$ cat config.mk
export PLATFORM = sky130hd
export DESIGN_NAME = etxpc_tx_ctrl
export DESIGN_NICKNAME = d
export VERILOG_FILES = /design/src/rtl/etxpc_crc32.v /design/src/rtl/etxpc_tx_ctrl.v
export VERILOG_INCLUDE_DIRS = /design/src /design/src/rtl
export SDC_FILE = /design/constraint.sdc
export NUM_CORES = 1
export LEC_CHECK = 0
export BUFFER_PORTS_ARGS = -buffer_cell sky130_fd_sc_hd__buf_4
export CORE_MARGIN = 2
export CORE_UTILIZATION = 55
export DETAILED_ROUTE_END_ITERATION = 8
export PLACE_DENSITY = 0.76
export RECOVER_POWER = 50
export REMOVE_ABC_BUFFERS = 1
export SYNTH_ARGS = -nofsm -noshare
export SYNTH_HDL_FRONTEND = slang
export SYNTH_SLANG_ARGS = --single-unit
$ cat constraint.sdc
create_clock -name clk -period 3.15 [get_ports clk]
set_input_delay 0.7875 -clock clk [delete_from_list [all_inputs] [get_ports clk]]
set_output_delay 0.7875 -clock clk [all_outputs]
set_load 0.01 [all_outputs]
$ cat src/rtl/etxpc_consts.vh
// Constants for the transmit path control block
`ifndef ETXPC_CONSTS_VH
`define ETXPC_CONSTS_VH

// Register byte addresses
`define ETXPC_ADDR_CTRL    8'h00
`define ETXPC_ADDR_STATUS  8'h04

// Control register field positions and reset value
`define ETXPC_CTRL_ENABLE  0
`define ETXPC_CTRL_RFI     1
`define ETXPC_CTRL_LFI     2
`define ETXPC_CTRL_IDLE    3
`define ETXPC_CTRL_FCS     4
`define ETXPC_CTRL_RATE    5
`define ETXPC_CTRL_RESET   6'h00

// Link characters; control ones go out with the control flag high
`define ETXPC_CH_IDLE      8'h07
`define ETXPC_CH_START     8'hFB
`define ETXPC_CH_TERM      8'hFD
`define ETXPC_CH_ERROR     8'hFE
`define ETXPC_CH_SEQ       8'h9C
`define ETXPC_CH_ZERO      8'h00
`define ETXPC_CH_LF        8'h01
`define ETXPC_CH_RF        8'h02

// Ordered set columns for the fault code and sequence char; last FCS byte index
`define ETXPC_COL_CODE     2'h3
`define ETXPC_COL_SEQ      2'h0
`define ETXPC_FCS_LAST     2'h3

// CRC-32 constants
`define ETXPC_CRC_POLY     32'hEDB88320
`define ETXPC_CRC_INIT     32'hFFFFFFFF

`endif

$ cat src/rtl/etxpc_crc32.v
// Byte-serial CRC-32 engine for the frame check sequence
`timescale 1ns/1ns
`include "etxpc_consts.vh"

module etxpc_crc32 (
  // Clock and reset
  input  wire        clk,
  input  wire        rst,
  input  wire        ce,
  // Control and data
  input  wire        crcInit,
  input  wire        crcUpdate,
  input  wire [7:0]  crcByte,
  // Running remainder, registered
  output reg  [31:0] crcValue
);

  reg [31:0] crcNext;   // Remainder after folding one byte
  integer    bitIdx;    // Bit loop index

  // Reflected CRC, one bit per loop step, LSB of byte first
  always @* begin
    crcNext = crcValue;
    for (bitIdx = 0; bitIdx < 8; bitIdx = bitIdx + 1) begin
      if (crcNext[0] ^ crcByte[bitIdx]) begin
        crcNext = (crcNext >> 1) ^ `ETXPC_CRC_POLY;
      end else begin
        crcNext = crcNext >> 1;
      end
    end
  end

  // Init wins over update so a frame never inherits stale state
  always @(posedge clk or posedge rst) begin
    if (rst) begin
      crcValue <= `ETXPC_CRC_INIT;
    end else if (ce) begin
      if (crcInit) begin
        crcValue <= `ETXPC_CRC_INIT;
      end else if (crcUpdate) begin
        crcValue <= crcNext;
      end
    end
  end

endmodule

$ cat src/rtl/etxpc_tx_ctrl.v
// Transmit path control: rate, enable, fault forcing and FCS insertion
//
// The placing of the registers and the strobed register port are this design's own decisions.
`timescale 1ns/1ns
`include "etxpc_consts.vh"

module etxpc_tx_ctrl (
  // Clock, reset, clock enable
  input  wire       clk,
  input  wire       rst,
  input  wire       ce,
  // Register port
  input  wire [7:0] regAddr,
  input  wire [7:0] regWrData,
  input  wire       regWr,
  input  wire       regRd,
  output reg  [7:0] regRdData,
  // Packet byte stream in
  input  wire [7:0] inData,
  input  wire       inValid,
  input  wire       inLast,
  output reg        inReady,
  // Link character stream out
  output reg  [7:0] txData,
  output reg        txCtrl,
  // Speed selection
  output reg        rateSel40g
);

  // Transmit states
  localparam [2:0] ST_IDLE  = 3'h0;  // Between packets
  localparam [2:0] ST_START = 3'h1;  // Start character
  localparam [2:0] ST_DATA  = 3'h2;  // Payload bytes
  localparam [2:0] ST_FCS   = 3'h3;  // Four FCS bytes
  localparam [2:0] ST_TERM  = 3'h4;  // Terminate character
  localparam [2:0] ST_DROP  = 3'h5;  // Discard rest of preempted frame

  reg  [5:0]  ctrl_q;      // Control register
  reg  [2:0]  state_q;     // Transmit state
  reg  [2:0]  state_d;
  reg  [1:0]  col_q;       // Ordered set column
  reg  [1:0]  fcsCnt_q;    // FCS byte index
  reg  [1:0]  fcsCnt_d;
  reg         fcsOn_q;     // FCS setting latched at frame start
  reg         fcsOn_d;
  reg  [7:0]  txData_d;
  reg         txCtrl_d;
  reg         inReady_d;
  wire [31:0] crcValue;    // Running remainder
  wire        accept;      // Byte taken this cycle
  wire        forceLf;     // Local fault request
  wire        forceRf;     // Remote fault request
  wire        forceIdle;   // Idle request
  wire        forced;      // Any forcing active
  wire [31:0] fcsWord;     // Complemented remainder

  assign accept    = inValid & inReady;
  assign forceLf   = ctrl_q[`ETXPC_CTRL_LFI];
  assign forceRf   = ctrl_q[`ETXPC_CTRL_RFI];
  assign forceIdle = ctrl_q[`ETXPC_CTRL_IDLE];
  assign forced    = forceLf | forceRf | forceIdle;
  assign fcsWord   = ~crcValue;

  // CRC engine, restarted at each start character
  etxpc_crc32 etxpc_crc32_inst (
    .clk       (clk),
    .rst       (rst),
    .ce        (ce),
    .crcInit   (state_q == ST_START),
    .crcUpdate (accept && state_q == ST_DATA),
    .crcByte   (inData),
    .crcValue  (crcValue)
  );

  // Register writes; rate is static, changing it needs matching clocks
  always @(posedge clk or posedge rst) begin
    if (rst) begin
      ctrl_q     <= `ETXPC_CTRL_RESET;
      rateSel40g <= 1'b0;
    end else if (ce) begin
      if (regWr && regAddr == `ETXPC_ADDR_CTRL) begin
        ctrl_q <= regWrData[5:0];
      end
      rateSel40g <= ctrl_q[`ETXPC_CTRL_RATE];
    end
  end

  // Register reads; data stand in the cycle after the strobe only
  always @(posedge clk or posedge rst) begin
    if (rst) begin
      regRdData <= 8'h00;
    end else if (ce) begin
      if (regRd && regAddr == `ETXPC_ADDR_CTRL) begin
        regRdData <= {2'h0, ctrl_q};
      end else if (regRd && regAddr == `ETXPC_ADDR_STATUS) begin
        regRdData <= {3'h0, fcsOn_q, forced, state_q};
      end else begin
        regRdData <= 8'h00;  // Unmapped or no read
      end
    end
  end

  // Column counter runs free so ordered sets stay aligned
  always @(posedge clk or posedge rst) begin
    if (rst) begin
      col_q <= 2'h0;
    end else if (ce) begin
      col_q <= col_q + 2'h1;
    end
  end

  // Next state, output character and ready
  always @* begin
    state_d   = state_q;
    fcsCnt_d  = fcsCnt_q;
    fcsOn_d   = fcsOn_q;
    txData_d  = `ETXPC_CH_IDLE;
    txCtrl_d  = 1'b1;
    inReady_d = 1'b0;
    case (state_q)
      ST_IDLE: begin
        // New frames start only when enabled and nothing forced
        if (!forced && ctrl_q[`ETXPC_CTRL_ENABLE] && inValid) begin
          state_d = ST_START;
          fcsOn_d = ctrl_q[`ETXPC_CTRL_FCS];
        end
      end
      ST_START: begin
        txData_d  = `ETXPC_CH_START;
        state_d   = ST_DATA;
        inReady_d = 1'b1;
      end
      ST_DATA: begin
        inReady_d = 1'b1;
        if (accept) begin
          // Enable is not looked at here: frame completes unless forcing drops it
          txData_d = inData;
          txCtrl_d = 1'b0;
          if (inLast) begin
            inReady_d = 1'b0;
            fcsCnt_d  = 2'h0;
            state_d   = fcsOn_q ? ST_FCS : ST_TERM;
          end
        end else begin
          // Source starved mid frame; mark the gap as an error
          txData_d = `ETXPC_CH_ERROR;
        end
      end
      ST_FCS: begin
        txCtrl_d = 1'b0;
        case (fcsCnt_q)
          2'h0:    txData_d = fcsWord[7:0];
          2'h1:    txData_d = fcsWord[15:8];
          2'h2:    txData_d = fcsWord[23:16];
          default: txData_d = fcsWord[31:24];
        endcase
        fcsCnt_d = fcsCnt_q + 2'h1;
        if (fcsCnt_q == `ETXPC_FCS_LAST) begin
          state_d = ST_TERM;
        end
      end
      ST_TERM: begin
        txData_d = `ETXPC_CH_TERM;
        state_d  = ST_IDLE;
      end
      ST_DROP: begin
        // Swallow the rest of the preempted frame
        inReady_d = 1'b1;
        if (accept && inLast) begin
          inReady_d = 1'b0;
          state_d   = ST_IDLE;
        end
      end
      default: begin
        state_d = ST_IDLE;
      end
    endcase
    // Forcing replaces every character; a frame in flight is dropped
    if (forced) begin
      if (state_q == ST_START || state_q == ST_DATA) begin
        state_d   = (accept && inLast) ? ST_IDLE : ST_DROP;
        inReady_d = !(accept && inLast);
      end else if (state_q == ST_FCS || state_q == ST_TERM) begin
        state_d = ST_IDLE;
      end
      if (forceLf || forceRf) begin
        // Local beats remote, both beat idle
        txCtrl_d = (col_q == `ETXPC_COL_SEQ);
        if (col_q == `ETXPC_COL_SEQ) begin
          txData_d = `ETXPC_CH_SEQ;
        end else if (col_q == `ETXPC_COL_CODE) begin
          txData_d = forceLf ? `ETXPC_CH_LF : `ETXPC_CH_RF;
        end else begin
          txData_d = `ETXPC_CH_ZERO;
        end
      end else begin
        txData_d = `ETXPC_CH_IDLE;
        txCtrl_d = 1'b1;
      end
    end
  end

  // State and registered link outputs; idle is the quiet default
  always @(posedge clk or posedge rst) begin
    if (rst) begin
      state_q  <= ST_IDLE;
      fcsCnt_q <= 2'h0;
      fcsOn_q  <= 1'b0;
      txData   <= `ETXPC_CH_IDLE;
      txCtrl   <= 1'b1;
      inReady  <= 1'b0;
    end else if (ce) begin
      state_q  <= state_d;
      fcsCnt_q <= fcsCnt_d;
      fcsOn_q  <= fcsOn_d;
      txData   <= txData_d;
      txCtrl   <= txCtrl_d;
      inReady  <= inReady_d;
    end
  end

endmodule

==> results of run 1 <==
## final cells by class
type | count | area (um2) | share of cell area, %
sequential | 63 | 1620 | 36.0
inverter | 34 | 128 | 2.83
clock inverter | 4 | 20.0 | 0.445
timing repair buffer | 52 | 384 | 8.53
multi-input combinational | 294 | 2070 | 46.1
tap | 96 | 120 | 2.67
clock buffer | 12 | 155 | 3.45
## kinds of logic (layout without fill, tap and decap cells)
kind of cell    count (synthesis)  count (layout)  synth area share (%)
mux                            12              12                  3.31
simple gates                   96              96                  11.6
compound gates                107             107                  16.6
other cells                     1               2                0.0954
fa+ha+maj                       6               6                  1.91
xor+xnor                       71              71                  19.2
flops                          63              63                  41.3
buf+inv                        60             102                  6.02
## flip-flops by register name, indices dropped and copies added, names as in the netlist
name / count
inReady: 1
fcsCnt_q: 2
col_q: 2
etxpc_crc32_inst.crcValue: 32
ctrl_q: 6
txCtrl: 1
fcsOn_q: 1
regRdData: 6
state_q: 3
txData: 8
rateSel40g: 1
## worst max-delay path, cell delays in order (launching register included)
cell,delay [ps]
dfrtp_1,710
nand2b_1,250
o21ai_0,140
and3b_1,190
and2_1,940
a21oi_1,200
## per-layer routing
metal / GRT usage [%] / vias up / wire [um]
met2: 38.6 / 101 / 4480
met3: 5.32 / 15 / 481
met5: 0 / - / 0
met1: 38.0 / 1532 / 4220
met4: 7.16 / 0 / 127
li1: - / 1486 / -
## synth_stat cells, types with 2 or more instances
library cell	instances	area, um2
a21oi_1	50	250
nor4_1	2	12.5
dfrtp_1	27	676
or3_1	2	12.5
nand2b_1	5	31.3
xnor2_1	40	350
xor2_2	2	32.5
clkbuf_1	19	71.3
a22o_1	2	17.5
buf_4	2	15.0
xor2_1	19	166
a211oi_1	5	37.5
dfstp_2	36	946
a221o_1	3	30.0
o22a_1	3	26.3
nor3_1	5	25.0
buf_1	2	7.51
xnor2_4	3	82.6
inv_1	34	128
xnor2_2	6	97.6
nor2_1	44	165
o21ai_0	15	75.1
nor2b_1	14	87.6
ha_1	6	75.1
o311ai_0	3	26.3
a31oi_1	4	25.0
nand3_1	3	15.0
nand2_1	13	48.8
mux2i_1	4	40.0
a2111oi_0	5	43.8
mux2_2	8	90.1
buf_2	3	15.0
o22ai_1	11	68.8
## power groups by stage
stage	clock [mW]	combinational, mW	sequential, mW
after floorplan	0	2.32	1.52
after global placement	0	2.84	1.55
after detailed placement	0	2.92	1.56
after CTS	0.642	2.94	1.56
after global routing	0.679	3.22	1.60
final	0.635	2.94	1.56
## worst max-delay path by stage
| stage | from | endpoint | slack, ps | cells after the start |
|---|---|---|---|---|
| floorplan | inValid | etxpc_crc32_inst.crcValue[0] | 420 | 5 |
| global placement | ce | etxpc_crc32_inst.crcValue[8] | 610 | 4 |
| detailed placement | ce | etxpc_crc32_inst.crcValue[5] | 510 | 4 |
| CTS | state_q[0] | etxpc_crc32_inst.crcValue[5] | 580 | 5 |
| global route | state_q[0] | etxpc_crc32_inst.crcValue[5] | 300 | 5 |
| finish | state_q[0] | etxpc_crc32_inst.crcValue[5] | 550 | 5 |
==> out/results.ini, run 1 <==
[outcome]
outcome=complete, no violations

[sta]
fin_tns_setup_ps=0
setup_viol=0
whs_ps=488
clock.fmax_mhz=385
clock-skew-final_ps=9.85
rsz0062_at_grt=false
worst_slack_ps=550
min_period_over_period_pct=82.6
slew_headroom_pct=19.0
hold_viol=0
final_max_slew_viol_count=0
tightest_slew_ps=1220
min_period_ps=2600

[logic_synthesis]
seq_area_frac_synth_pct=41.3
netlist_area_um2=3930
ys_warn_count=0
synthCells=416
ys_seq_elements=63
async_flop_share_pct=100
synth_ff_type=dfstp_2
synth.avg_cell_area_um2=9.44
synth_cell_types=49
synth-edff-count=0

[cells_and_area]
drive_above_1_share_pct=27.0
stdcell_area_um2=4500
final_cell_mix=a21oi_1 (50), buf_4 (49), nor2_1 (44)
syn2layout_area_growth_pct=14.6
fin_cells=555
num-nets-final=491
diodes=0
final_common_cell=a21oi_1
utilization_pct=65.6
fillCellCount=560

[floorplan]
chipHeight_um=88.5
row_count=30
die-width_um=88.5
dieArea_um2=7830
start_util_pct=57.2
core_um2=6870
ios=50

[place]
io_buffer_count=45
place_congestion=0.915
place_area_um2=4350
place_ws_ps=505
hpwl_mm=6.54
place_inst=539

[min_path]
holdPathStages=2
hp-class=flip-flop to flip-flop
hold_end=txData[0]
min_from=txData[0]

[route]
drc=0
drt_wl_total_mm=9.30
drtAntennaViolNets=0
drt_first_pass_iters=5
drt_iter0_markers=289
vias=3134
wl_per_cell_um=16.8
via_per_inst=5.65

[power]
sequentialPowerShare_pct=30.3
power_frac_clock_pct=12.4
ir_drop_v=0.000715
combPwrFrac_pct=57.3
intPower_mw=3.01
power.net_switching_mw=2.13
p_sw_share_pct=41.4
p_total_mw=5.14
p_leak_nw=1.94
powerDensity_nw_per_um2=1140

[clock_tree]
tritoncts=yes
hold_buffers=0
cts_resized=0
clk_pin_slew_ps=70
cts_buffers=9
worst_skew_pair.late_latency_ps=340
cts-root-buf=clkbuf_8
cts.sinks=63
htreeDepth=3
cts_setup_buffers=0
cts_buffer_depth=2

[global_routing]
gr-total-overflow=0
grt_pass1_wl_mm=15.2
antenna_found_initial=0
grt_usage_pct=25.7
grt_pass1_vias=3017
grt_max_degree=38

[setup_path]
endpoint_kind=flip-flop
path_max_fanout=32
critPathKind=flip-flop to flip-flop
timing.rr.end=etxpc_crc32_inst.crcValue[5]
rrSetupSlack_ps=550
crit_required_ps=3350
startpoint_type=flip-flop
rr_worst_depth=5
worstPathArrival_ps=2800
timing.rr.start=state_q[0]

[job]
cap_violations=0

Note: power is estimated with default switching activity, not from simulation.
==> inputs of run 2 (changes only) <==
- ABC_AREA: unset -> 1
- CORE_UTILIZATION: 55 -> 53
- clock period: 3.15 -> 2.35 ns (I/O delays scaled with it)
==> out/results.ini, run 2 <==
[place]
io_buffer_count=45  ; unchanged
place_congestion=1.01  ; +10%
hpwl_mm=9.10  ; +39%
place_inst=782  ; +45%

[clock_tree]
worst_skew_pair.late_latency_ps=350  ; about the same
cts-root-buf=clkbuf_8
hold_buffers=0  ; unchanged
cts.sinks=63  ; unchanged
htreeDepth=3  ; unchanged
tritoncts=yes
cts_buffers=9  ; unchanged
cts_buffer_depth=2  ; unchanged
cts_resized=0  ; unchanged
clk_pin_slew_ps=80  ; about the same
cts_setup_buffers=0  ; unchanged

[min_path]
hp-class=flip-flop to flip-flop
min_from=txData[1]
hold_end=txData[1]
holdPathStages=2  ; unchanged

[global_routing]
grt_usage_pct=30.1  ; +4.4 points
grt_max_degree=64  ; +68%
gr-total-overflow=0  ; unchanged
grt_pass1_wl_mm=20.5  ; +35%
grt_pass1_vias=4266  ; +41%
antenna_found_initial=0  ; unchanged

[route]
drt_iter0_markers=390  ; +35%
wl_per_cell_um=15.6  ; -7.1%
drc=0  ; unchanged
via_per_inst=5.56  ; -1.6%
drt_wl_total_mm=12.4  ; +34%
vias=4434  ; +41%
drt_first_pass_iters=5  ; unchanged
drtAntennaViolNets=0  ; unchanged

[sta]
clock-skew-final_ps=11.0  ; +1.12 ps
hold_viol=0  ; unchanged
final_max_slew_viol_count=64  ; +64
rsz0062_at_grt=false
whs_ps=469  ; -19.2 ps
setup_viol=0  ; unchanged
clock.fmax_mhz=510  ; +33%
fin_tns_setup_ps=0  ; unchanged
min_period_over_period_pct=83.4  ; +0.88 points
slew_headroom_pct=-8.98  ; -28 points
min_period_ps=1960  ; -640 ps
tightest_slew_ps=1630  ; +419 ps

[setup_path]
rrSetupSlack_ps=390  ; -160 ps
timing.rr.end=etxpc_crc32_inst.crcValue[12]
slowest_stage=dfrtp_1
timing.rr.start=state_q[0]
crit_top_cell=inv_2
startpoint_type=flip-flop
path_max_fanout=23  ; -28%
critPathKind=flip-flop to flip-flop
cp_slowest_stage_delay_ps=490  ; -450 ps
worstPathArrival_ps=2220  ; -580 ps
rr_worst_depth=7  ; +2
crit_required_ps=2610  ; -740 ps
endpoint_kind=flip-flop
path_cells=inv_2 -> nor2_4 -> nand2_2 -> a21oi_4 -> buf_4 -> inv_2 -> a22oi_1

[power]
powerDensity_nw_per_um2=1260  ; +11%
power_frac_clock_pct=15.0  ; +2.6 points
p_total_mw=6.30  ; +23%
ir_drop_v=0.000494  ; -31%
intPower_mw=3.36  ; +12%
p_sw_share_pct=46.6  ; +5.3 points
combPwrFrac_pct=53.8  ; -3.5 points
sequentialPowerShare_pct=31.2  ; +0.9 points
power.net_switching_mw=2.94  ; +38%
p_leak_nw=2.67  ; +38%

[logic_synthesis]
netlist_area_um2=4320  ; +9.9%
synth-simple-area-share_pct=31.4  ; +20 points
synth.avg_cell_area_um2=6.81  ; -28%
seq_area_frac_synth_pct=37.6  ; -3.7 points
synth-adder-area-share_pct=1.74  ; -0.17 points
synth_cell_types=36  ; -27%
synthMostInstantiatedCell=nand2_1
synth_area_leader_cell=dfstp_2
ys_seq_elements=63  ; unchanged
async_flop_share_pct=100  ; unchanged
synth-compound-area-share_pct=13.5  ; -3.1 points
synth_area_leaders=dfstp_2 (22%), nand2_1 (21%), dfrtp_1 (16%)
synth_ff_type=dfstp_2
synthCells=634  ; +52%
muxShareOfSynthArea_pct=0  ; -3.3 points
synthTopCellsByCount=nand2_1 (236), inv_1 (82), nand3_1 (46), dfstp_2 (36)
synth-edff-count=0  ; unchanged
synthXorXnorAreaFrac_pct=6.09  ; -13 points
synth_top_area_share_pct=21.9  ; -2.2 points
synth_top_family_by_area=simple AND/OR/NAND/NOR gates
ys_warn_count=0  ; unchanged

[cells_and_area]
top_regs=etxpc_crc32_inst.crcValue: 32 flops, txData: 8 flops
final_cell_mix=nand2_1 (236), inv_1 (83), buf_4 (52)
drive_above_1_share_pct=18.1  ; -8.9 points
diodes=0  ; unchanged
syn2layout_area_growth_pct=15.6
final_common_cell=nand2_1
regMostFlops=etxpc_crc32_inst.crcValue
utilization_pct=63.9  ; -1.6 points
largest_reg_flops=32  ; unchanged
fin_cells=798  ; +44%
num-nets-final=728  ; +48%

[job]
cap_violations=1  ; +1

[floorplan]
start_util_pct=55.3  ; -1.9 points
row_count=32  ; +6.7%
die-width_um=94.3  ; +6.5%
chipHeight_um=94.3  ; +6.5%
dieArea_um2=8880  ; +13%
core_um2=7810  ; +14%
ios=50  ; unchanged

[outcome]
violations=capacitance limit, slew limit
outcome=finished with violations

-- run 2: final cells by class --
class / instances / area [um2]
multi-input cells: 467 / 2290
clock buffers: 11 / 131
well taps: 102 / 128
repair buffers: 58 / 418
inverters: 92 / 347
flip-flops and latches: 63 / 1620
clock inverters: 5 / 58.8
fillers: 708 / 2820
-- run 2: cell families after synthesis --
group | count (synthesis)
adders and majority gates | 6
xor gates and xnor gates | 30
buffers and inverters | 105
other | 1
DFF | 63
AOI/OAI and AO/OA | 97
and+or+nand+nor | 332
-- run 2: worst max path at each step --
stage                    start                             to  cells past startpoint
global route        state_q[0]  etxpc_crc32_inst.crcValue[11]                      7
floorplan                  rst                       col_q[0]                      1
global placement     inData[1]  etxpc_crc32_inst.crcValue[24]                     13
finish              state_q[0]  etxpc_crc32_inst.crcValue[12]                      7
CTS                 state_q[0]   etxpc_crc32_inst.crcValue[3]                      7
detailed placement  regAddr[1]                      ctrl_q[3]                      5
-- run 2: stage by stage --
stage | instance area (um2) | setup WS (ps)
after detailed placement | 4830 | 195
after global placement | 4830 | 256
after CTS | 5020 | 430
after floorplan | 4250 | 252
final | 4990 | 389
after global routing | 4990 | 243
-- run 2: routing by layer --
metal  vias up  part of all wire, %  track usage, %
li1       2128                    -               -
met2       234                   47            47.1
met4         0                  3.0            15.5
met3        44                  7.7            5.54
met5         -                    0               0
met1      2028                   43            39.7
-- run 2: power groups by stage --
stage	clock, mW	sequential [mW]	combinational (mW)
2_1_floorplan	0	1.92	2.39
3_3_place_gp	0	1.95	3.19
3_5_place_dp	0	1.96	3.29
4_1_cts	0.954	1.96	3.33
5_1_grt	1.02	2.02	3.78
6_report	0.946	1.96	3.39
-- run 2: worst max-delay path: cells and delay by family (launching register included) --
| kind | cells | cell delay (ps) |
|---|---|---|
| and+or+nand+nor | 2 | 280 |
| AOI/OAI and AO/OA | 2 | 430 |
| buffers and inverters | 3 | 650 |
| DFF | 1 | 490 |
